$ cat src/hw/meter_consts.svh
// constants for the telemetry packet transmitter
// assumes a 25 MHz system clock and the meter_pkg types
// ----------------------------------------
// Summary of operation
// ----------------------------------------
`ifndef METER_CONSTS_SVH
`define METER_CONSTS_SVH
// ----------------------------------------
// timing
// ----------------------------------------
`define CLK_HZ 25000000
`define BAUD_RATE 4800
`define BIT_CYCLES ((`CLK_HZ + `BAUD_RATE / 2) / `BAUD_RATE)
`define US_CYCLES (`CLK_HZ / 1000000)
`define SAMPLE_DIV 4
`define WORD_DIV 128
`define HPF_SHIFT 13
// ----------------------------------------
// packet layout
// ----------------------------------------
`define PKT_BYTES 24
`define HDR_UNCAL 8'hAA
`define HDR_CAL 8'h55
`define HDR_ABN 4'hF
`define HDR_TWO 8'h5A
`define COEF_UNCAL 8'hFF
`define IDX_HDR1 5'h00
`define IDX_HDR2 5'h01
`define IDX_FLAG 5'h14
`define IDX_CNT_HI 5'h15
`define IDX_CNT_LO 5'h16
`define IDX_TAIL 5'h17
`define CHAR_BITS 11
`endif

$ cat src/hw/meter_pkg.sv
// types shared by the packet transmitter
// assumes meter_consts.svh is compiled alongside
`default_nettype none
package meter_pkg;
	typedef struct packed {
		logic [23:0] volt_coef;
		logic [23:0] volt_cycle;
		logic [23:0] curr_coef;
		logic [23:0] curr_cycle;
		logic [23:0] pwr_coef;
		logic [23:0] pwr_cycle;
		logic [7:0] flag;
	} meas_type;
	typedef struct packed {
		logic volt_range;
		logic curr_range;
		logic pwr_range;
		logic coef_bad;
	} fault_type;
	typedef enum logic [1:0] {TX_IDLE, TX_LOAD, TX_SHIFT} tx_state_type;
endpackage : meter_pkg
`default_nettype wire

$ cat src/hw/meter_packet_tx.sv
// packet framer, pulse output and rate dividers of the meter
// assumes measurement words arrive as steady levels from the dsp core
`timescale 1ns/10ps
`default_nettype none
`include "meter_consts.svh"
module meter_packet_tx #(
	parameter int BIT_CYCLES = `BIT_CYCLES,
	parameter int GAP_BYTES = 2,
	// energy accumulator width; below 37 a full-scale product can wrap unseen
	parameter int ACC_BITS = 48
) (
	input wire logic clk,
	input wire logic nrst,
	input wire logic serial_rx_in,
	input wire logic calibrated,
	input wire meter_pkg::fault_type faults,
	input wire meter_pkg::meas_type meas,
	input wire logic [15:0] chan_v1,
	input wire logic [15:0] chan_v2,
	input wire logic [7:0] pulse_half_period,
	output logic serial_tx_out,
	output logic energy_pulse_out,
	output logic modulator_sample_clk,
	output logic filter_word_rate,
	output logic [15:0] chan_v1_hp,
	output logic [15:0] chan_v2_hp,
	output logic [15:0] pulse_count
);
	// receive pin unused: no logic reads it
	wire unused_rx = serial_rx_in;
	// ----------------------------------------
	// rate dividers
	// ----------------------------------------
	logic [6:0] div_q;
	logic [$clog2(BIT_CYCLES)-1:0] baud_q;
	logic baud_en;
	always_ff @(posedge clk or negedge nrst) begin
		if (!nrst) div_q <= 7'h00;
		else div_q <= div_q + 7'h01;
	end
	// square sample clock at clk/4
	assign modulator_sample_clk = div_q[1];
	wire word_tick = div_q == 7'(`WORD_DIV - 1);
	assign filter_word_rate = word_tick;
	// rounding keeps baud error far below two percent
	always_ff @(posedge clk or negedge nrst) begin
		if (!nrst) baud_q <= '0;
		else if (baud_en) baud_q <= '0;
		else baud_q <= baud_q + ($clog2(BIT_CYCLES))'(1);
	end
	assign baud_en = baud_q == ($clog2(BIT_CYCLES))'(BIT_CYCLES - 1);
	// ----------------------------------------
	// offset removal
	// ----------------------------------------
	// single-pole high pass updated at word rate; shift sets the corner
	function automatic logic [31:0] hp_step(input logic [31:0] acc, input logic [15:0] x);
		logic [31:0] ext;
		logic signed [31:0] step;
		ext = {{16{x[15]}}, x} <<< `HPF_SHIFT;
		// signed step, so the estimate can also move downwards
		step = $signed(ext - acc) >>> `HPF_SHIFT;
		hp_step = acc + step;
	endfunction : hp_step
	logic [31:0] dc1_q, dc2_q;
	always_ff @(posedge clk or negedge nrst) begin
		if (!nrst) begin
			dc1_q <= 32'h0;
			dc2_q <= 32'h0;
		end else if (word_tick) begin
			dc1_q <= hp_step(dc1_q, chan_v1);
			dc2_q <= hp_step(dc2_q, chan_v2);
		end
	end
	always_ff @(posedge clk or negedge nrst) begin
		if (!nrst) begin
			chan_v1_hp <= 16'h0;
			chan_v2_hp <= 16'h0;
		end else if (word_tick) begin
			chan_v1_hp <= chan_v1 - dc1_q[`HPF_SHIFT +: 16];
			chan_v2_hp <= chan_v2 - dc2_q[`HPF_SHIFT +: 16];
		end
	end
	// ----------------------------------------
	// energy pulse
	// ----------------------------------------
	// product times 48 accumulated each word tick; fosc/128 is the word rate
	wire [31:0] prod = $signed(chan_v1_hp) * $signed(chan_v2_hp);
	// magnitude only: a negative product must not look like a huge positive one
	wire [31:0] prod_mag = prod[31] ? 32'h0 - prod : prod;
	wire [37:0] prod48 = {6'h0, prod_mag} * 38'd48;
	logic [ACC_BITS-1:0] energy_q;
	logic pulse_q;
	logic [7:0] half_q;
	logic [15:0] count_q;
	wire energy_wrap = energy_q[ACC_BITS-1] && !prod48[37];
	always_ff @(posedge clk or negedge nrst) begin
		if (!nrst) energy_q <= '0;
		else if (word_tick) energy_q <= {1'b0, energy_q[ACC_BITS-2:0]} + ACC_BITS'(prod48);
	end
	// an overflow of the accumulator sets one pending flag, which starts a pulse of fixed high and low halves; overflows while it is set merge
	logic pend_q;
	always_ff @(posedge clk or negedge nrst) begin
		if (!nrst) begin
			pulse_q <= 1'b0;
			half_q <= 8'h0;
			pend_q <= 1'b0;
			count_q <= 16'h0;
		end else begin
			if (word_tick && energy_q[ACC_BITS-1]) pend_q <= 1'b1;
			if (word_tick && half_q != 8'h0) half_q <= half_q - 8'h1;
			if (word_tick && half_q == 8'h0) begin
				if (pulse_q) begin
					pulse_q <= 1'b0;
					half_q <= pulse_half_period;
				end else if (pend_q) begin
					pulse_q <= 1'b1;
					half_q <= pulse_half_period;
					// an overflow in the same tick is kept, not lost
					pend_q <= energy_q[ACC_BITS-1];
					count_q <= count_q + 16'h1;
				end
			end
		end
	end
	assign energy_pulse_out = pulse_q;
	assign pulse_count = count_q;
	wire unused_wrap = energy_wrap;
	// ----------------------------------------
	// packet assembly
	// ----------------------------------------
	meter_pkg::tx_state_type state_q;
	logic [4:0] idx_q;
	logic [7:0] sum_q;
	logic [7:0] byte_q;
	logic [7:0] gap_q;
	logic start_q;
	logic char_busy;
	// snapshot keeps one packet coherent while measurements move
	meter_pkg::meas_type snap_q;
	logic [15:0] cnt_snap_q;
	logic cal_snap_q;
	meter_pkg::fault_type flt_snap_q;
	wire any_fault = |flt_snap_q;
	wire [7:0] hdr1 = any_fault ? {`HDR_ABN, flt_snap_q} :
		(cal_snap_q ? `HDR_CAL : `HDR_UNCAL);
	wire [7:0] coef_byte_sel;
	function automatic logic [7:0] pick3(input logic [23:0] w, input logic [1:0] k);
		pick3 = (k == 2'd0) ? w[23:16] : (k == 2'd1) ? w[15:8] : w[7:0];
	endfunction : pick3
	wire [4:0] fld = idx_q - 5'd2;
	wire [2:0] fsel = 3'(fld / 5'd3);
	wire [1:0] fpos = 2'(fld % 5'd3);
	wire is_coef = !fsel[0];
	// cycle fields are passed in microseconds as measured
	wire [23:0] field = (fsel == 3'd0) ? snap_q.volt_coef : (fsel == 3'd1) ? snap_q.volt_cycle :
		(fsel == 3'd2) ? snap_q.curr_coef : (fsel == 3'd3) ? snap_q.curr_cycle :
		(fsel == 3'd4) ? snap_q.pwr_coef : snap_q.pwr_cycle;
	assign coef_byte_sel = (is_coef && !cal_snap_q) ? `COEF_UNCAL : pick3(field, fpos);
	wire [7:0] next_byte = (idx_q == `IDX_HDR1) ? hdr1 :
		(idx_q == `IDX_HDR2) ? `HDR_TWO :
		(idx_q == `IDX_FLAG) ? snap_q.flag :
		(idx_q == `IDX_CNT_HI) ? cnt_snap_q[15:8] :
		(idx_q == `IDX_CNT_LO) ? cnt_snap_q[7:0] :
		(idx_q == `IDX_TAIL) ? sum_q : coef_byte_sel;
	wire sums = idx_q != `IDX_HDR1 && idx_q != `IDX_HDR2 && idx_q != `IDX_TAIL;
	meter_pkg::tx_state_type state_d;
	always_comb begin
		state_d = state_q;
		case (state_q)
			meter_pkg::TX_IDLE: if (gap_q == 8'h0) state_d = meter_pkg::TX_LOAD;
			meter_pkg::TX_LOAD: if (!char_busy) state_d = meter_pkg::TX_SHIFT;
			meter_pkg::TX_SHIFT: if (char_busy) state_d = (idx_q == `IDX_TAIL) ? meter_pkg::TX_IDLE : meter_pkg::TX_LOAD;
			default: state_d = meter_pkg::TX_IDLE;
		endcase
	end
	always_ff @(posedge clk or negedge nrst) begin
		if (!nrst) begin
			state_q <= meter_pkg::TX_IDLE;
			idx_q <= 5'h0;
			sum_q <= 8'h0;
			byte_q <= 8'h0;
			start_q <= 1'b0;
			gap_q <= 8'(GAP_BYTES * `CHAR_BITS);
			snap_q <= '0;
			cnt_snap_q <= 16'h0;
			cal_snap_q <= 1'b0;
			flt_snap_q <= '0;
		end else begin
			state_q <= state_d;
			start_q <= 1'b0;
			case (state_q)
				meter_pkg::TX_IDLE: begin
					if (baud_en && gap_q != 8'h0) gap_q <= gap_q - 8'h1;
					if (gap_q == 8'h0) begin
						snap_q <= meas;
						cnt_snap_q <= count_q;
						cal_snap_q <= calibrated;
						flt_snap_q <= faults;
						idx_q <= 5'h0;
						sum_q <= 8'h0;
					end
				end
				meter_pkg::TX_LOAD: if (!char_busy) begin
					byte_q <= next_byte;
					start_q <= 1'b1;
					if (sums) sum_q <= sum_q + next_byte;
				end
				meter_pkg::TX_SHIFT: if (char_busy) begin
					if (idx_q == `IDX_TAIL) gap_q <= 8'(GAP_BYTES * `CHAR_BITS);
					else idx_q <= idx_q + 5'h1;
				end
				default: ;
			endcase
		end
	end
	uart_char_tx char_tx (
		.clk(clk),
		.nrst(nrst),
		.baud_en(baud_en),
		.start(start_q),
		.data(byte_q),
		.busy(char_busy),
		.line_out(serial_tx_out)
	);
endmodule : meter_packet_tx
`default_nettype wire

$ cat src/hw/uart_char_tx.sv
// one serial character: start, 8 data lsb first, even parity, stop
// assumes a one-cycle baud enable from the parent
`timescale 1ns/10ps
`default_nettype none
`include "meter_consts.svh"
module uart_char_tx (
	input wire logic clk,
	input wire logic nrst,
	input wire logic baud_en,
	input wire logic start,
	input wire logic [7:0] data,
	output logic busy,
	output logic line_out
);
	logic [10:0] shift_q;
	logic [3:0] left_q;
	wire parity = ^data;
	// ----------------------------------------
	// shifter
	// ----------------------------------------
	always_ff @(posedge clk or negedge nrst) begin
		if (!nrst) begin
			shift_q <= 11'h7FF;
			left_q <= 4'h0;
		end else if (start && left_q == 4'h0) begin
			shift_q <= {1'b1, parity, data, 1'b0};
			left_q <= 4'(`CHAR_BITS);
		end else if (baud_en && left_q != 4'h0) begin
			shift_q <= {1'b1, shift_q[10:1]};
			left_q <= left_q - 4'h1;
		end
	end
	assign busy = left_q != 4'h0;
	// start bit appears at the first baud enable after loading
	logic out_q;
	always_ff @(posedge clk or negedge nrst) begin
		if (!nrst) out_q <= 1'b1;
		else if (baud_en) out_q <= (left_q != 4'h0) ? shift_q[0] : 1'b1;
	end
	assign line_out = out_q;
endmodule : uart_char_tx
`default_nettype wire

$ cat config.mk
export PLATFORM = sky130hd
export DESIGN_NAME = meter_packet_tx
export DESIGN_NICKNAME = d
export VERILOG_FILES = /design/src/hw/meter_pkg.sv /design/src/hw/meter_packet_tx.sv /design/src/hw/uart_char_tx.sv
export VERILOG_INCLUDE_DIRS = /design/src /design/src/hw
export SDC_FILE = /design/constraint.sdc
export NUM_CORES = 2
export LEC_CHECK = 0
export BUFFER_PORTS_ARGS = -buffer_cell sky130_fd_sc_hd__buf_2
export CAP_MARGIN = 20
export CORE_MARGIN = 1.5
export CORE_UTILIZATION = 55
export DETAILED_ROUTE_END_ITERATION = 10
export PLACE_DENSITY = 0.82
export SYNTH_ARGS = -nofsm -noshare
export SYNTH_HDL_FRONTEND = slang
export SYNTH_HIERARCHICAL = 1
export SYNTH_SLANG_ARGS = --single-unit
$ cat constraint.sdc
create_clock -name clk -period 23.2 [get_ports clk]
set_input_delay 1.16 -clock clk [delete_from_list [all_inputs] [get_ports clk]]
set_output_delay 1.16 -clock clk [all_outputs]
set_load 0.02 [all_outputs]
==> run_results.csv <==
group,metric,value,unit
sta,setup_violations,0,
clocking,clock_tree_from_tritoncts,"yes",
placed_design,place_congestion,0.948,
route,first_pass_iters,6,
hold_path,hold_path.class,"flip-flop to flip-flop",
final_layout,fin_nets,5297,
die,io_count,252,
placed_design,place_inst,5375,
worst_setup_path,critical_path_class,"flip-flop to flip-flop",
power_and_ir_drop,p_per_area,40.4,nW/um^2
die,die-width,264,microns
final_layout,finish.utilization,0.609,
run,drv.max_cap_violation_count,0,
worst_setup_path,cp_slowest_stage_delay,820,ps
worst_setup_path,worst_path_max_delay_cell,"nor2_1",
placed_design,detailed_place_hpwl,70.4,mm
sta,final_count_of_hold_timing_violations,0,
grt,global_route_usage_over_all_layers,0.273,
sta,skew,41.5,ps
synthesis,synth-warning-count,6,
grt,grt.overflow.total,0,
final_layout,final_cell_mix,"nand2_1, inv_1, dfrtp_1",
final_layout,layout_cells_sized_above_1,0.0957,
clocking,maximum_level_of_the_cts_h_tree,2,
grt,first_global_vias,31500,
route,wl,93.1,mm
route,drt_iter0_drc,2505,
sta,layout_worst_path_cycle_share,0.600,
worst_setup_path,arrival,14370,ps
grt,grt_pass1_wl,156,mm
clocking,clock-root-buffer,"clkbuf_16",
synthesis,synth_largest_area_cell,"dfrtp_1",
clocking,clkSinkCount,406,
sta,setup-tns-final,0,ps
clocking,ctsResizeCount,0,
hold_path,worst_hold_path.num_cells,1,
clocking,clock_latency,610,ps
sta,timing.fmax,0.0719,GHz
worst_setup_path,worst_r2r_path_depth,45,
synthesis,synth-async-reset-ratio,1.00,
die,initial_core_util,0.556,
route,viasPerCell,5.74,
synthesis,synth.top_cell.area_share,0.263,
sta,timing.final.ws_setup,9290,ps
worst_setup_path,worst-endpoint-required,23660,ps
route,detail_route.drc_violations,0,
sta,worstMarginPinSlew,1060,ps
final_layout,most_common_cell_after_layout_fill_and_taps_aside,"nand2_1",
sta,slew_headroom,0.284,
synthesis,syn_avg_cell_area,8.50,sq um
route,detail_routed_net_length_per_standard_cell,17.0,microns
synthesis,ys_types,97,
synthesis,synthesis.instances,4392,
route,via_count,31300,
clocking,cts_post_setup_buffers_inserted,0,
placed_design,io_buffer_count,250,
clocking,clock_path_buffers,3,
die,die_area,69400,sq um
route,ant_nets,0,
sta,rsz0062_at_grt,"false",
power_and_ir_drop,power_leakage,21.3,nW
die,core_area,67200,sq um
synthesis,post_synth_main_area_contributors,"dfrtp_1, fa_1, nand2_1",
power_and_ir_drop,power.total,1.65,mW
synthesis,synth_top_flop_cell,"dfrtp_1",
synthesis,synth-seq-cells,406,
synthesis,synth_sequential_area_ratio,0.273,
sta,hold-worst-slack,464,ps
grt,grt_antenna_before_repair,6,
power_and_ir_drop,ir_drop,0.0751,mV
sta,finalMaxSlewViolations,0,
final_layout,stdcell_area,40900,sq um
grt,largest_net_degree_at_the_start_of_global_routing,112,
outcome,status,"complete, no violations",
worst_setup_path,critical_path_peak_fanout,11,
synthesis,synth.net_count,5137,
worst_setup_path,worstSetupStartpointType,"flip-flop",
final_layout,final_cell_count_no_fill,5466,
clocking,tritoncts.num_buffers,46,
die,floorplan.die.height,264,microns
final_layout,flow.area_growth_from_synthesis,9.54,%
placed_design,detailed_place.area,39200,sq um
placed_design,preCtsSetupSlack,9250,ps
sta,timing.final.crit_period,13910,ps
worst_setup_path,critical-path-top-cell-by-count,"a21oi_1",
synthesis,number_of_enable_flip_flop_cells_after_synthesis,0,
clocking,holdBufCountCts,0,
worst_setup_path,critPathCaptureType,"flip-flop",
die,std_cell_rows,95,
synthesis,mappedNetlistArea,37300,sq um
clocking,clk_pin_slew,60,ps
[per-layer routing]
metal  GRT usage  vias up  part of all wire
li1            -    14900                 -
met1       0.367    15200              0.43
met2       0.454     1020              0.48
met3      0.0289      210             0.062
met4       0.106        2             0.036
met5           0        -           0.00018
[flip-flops by register name, indices dropped and copies added (netlist names), 10 cells and up]
register,flops
char_tx/shift_q,10
pulse_count,16
baud_q,13
dc1_q,32
chan_v2_hp,16
snap_q,152
energy_q,44
chan_v1_hp,16
dc2_q,32
cnt_snap_q,16
[kinds of logic (layout without fill, tap and decap cells)]
| group | Yosys count | count (layout) | synth area share |
|---|---|---|---|
| flip-flops | 406 | 406 | 0.273 |
| AO/OA/AOI/OAI | 875 | 875 | 0.149 |
| other | 0 | 4 | 0 |
| adder cells (fa/ha/maj) | 545 | 545 | 0.237 |
| AND/OR/NAND/NOR | 1605 | 1605 | 0.193 |
| buffers and inverters | 600 | 797 | 0.0618 |
| multiplexers | 64 | 64 | 0.0176 |
| XOR/XNOR | 297 | 297 | 0.0697 |
[worst paths after layout]
check | start | end | slack, ps
min | div_q[4] | div_q[4] | 460
max reg2reg | chan_v2_hp[15] | energy_q[40] | 9290
max in group asynchronous | nrst | div_q[6] | 19820
max | chan_v2_hp[15] | energy_q[40] | 9290
min in group asynchronous | nrst | snap_q[36] | 560
min reg2reg | div_q[4] | div_q[4] | 460
[critical path: cells and delay by family (launching register included)]
kind / cells / cell delay [ps]
buffers and inverters: 4 / 1000
AOI/OAI and AO/OA: 18 / 4760
and+or+nand+nor: 11 / 2510
DFF: 1 / 740
xor gates and xnor gates: 3 / 550
adders and majority gates: 9 / 4190
[synth_stat cells (all sizes together), types with 19 or more instances]
cell,instances
xnor2,190
nor3,57
mux2i,50
nand2b,50
o21ai,267
nor4,19
fa,269
nand4,31
o21bai,32
and2,138
a21oi,212
nor2b,32
buf,24
a21o,99
o21a,35
nor2,184
ha,276
or3,26
nand3,42
xor2,107
clkbuf,148
a31oi,35
inv,426
dfrtp,392
and3,22
a211oi,31
o31ai,23
nand2,960
[layout make-up]
type                    instances  area (sq um)
fillers                      5593         26300
multi-input cells            3386         24900
flip-flops and latches        406         10200
inverters                     428          1610
repair buffers                284          1530
clock buffers                  57          1260
well taps                     873          1090
clock inverters                28           352
diodes                          4          10.0
[report_power, final]
group / switching (mW) / leakage, nW / internal, mW / total (mW)
combinational: 0.0838 / 15.8 / 0.0580 / 0.142
sequential: 0.00973 / 4.64 / 0.725 / 0.734
clock: 0.327 / 0.789 / 0.449 / 0.775
(Power assumes the default switching activity.)
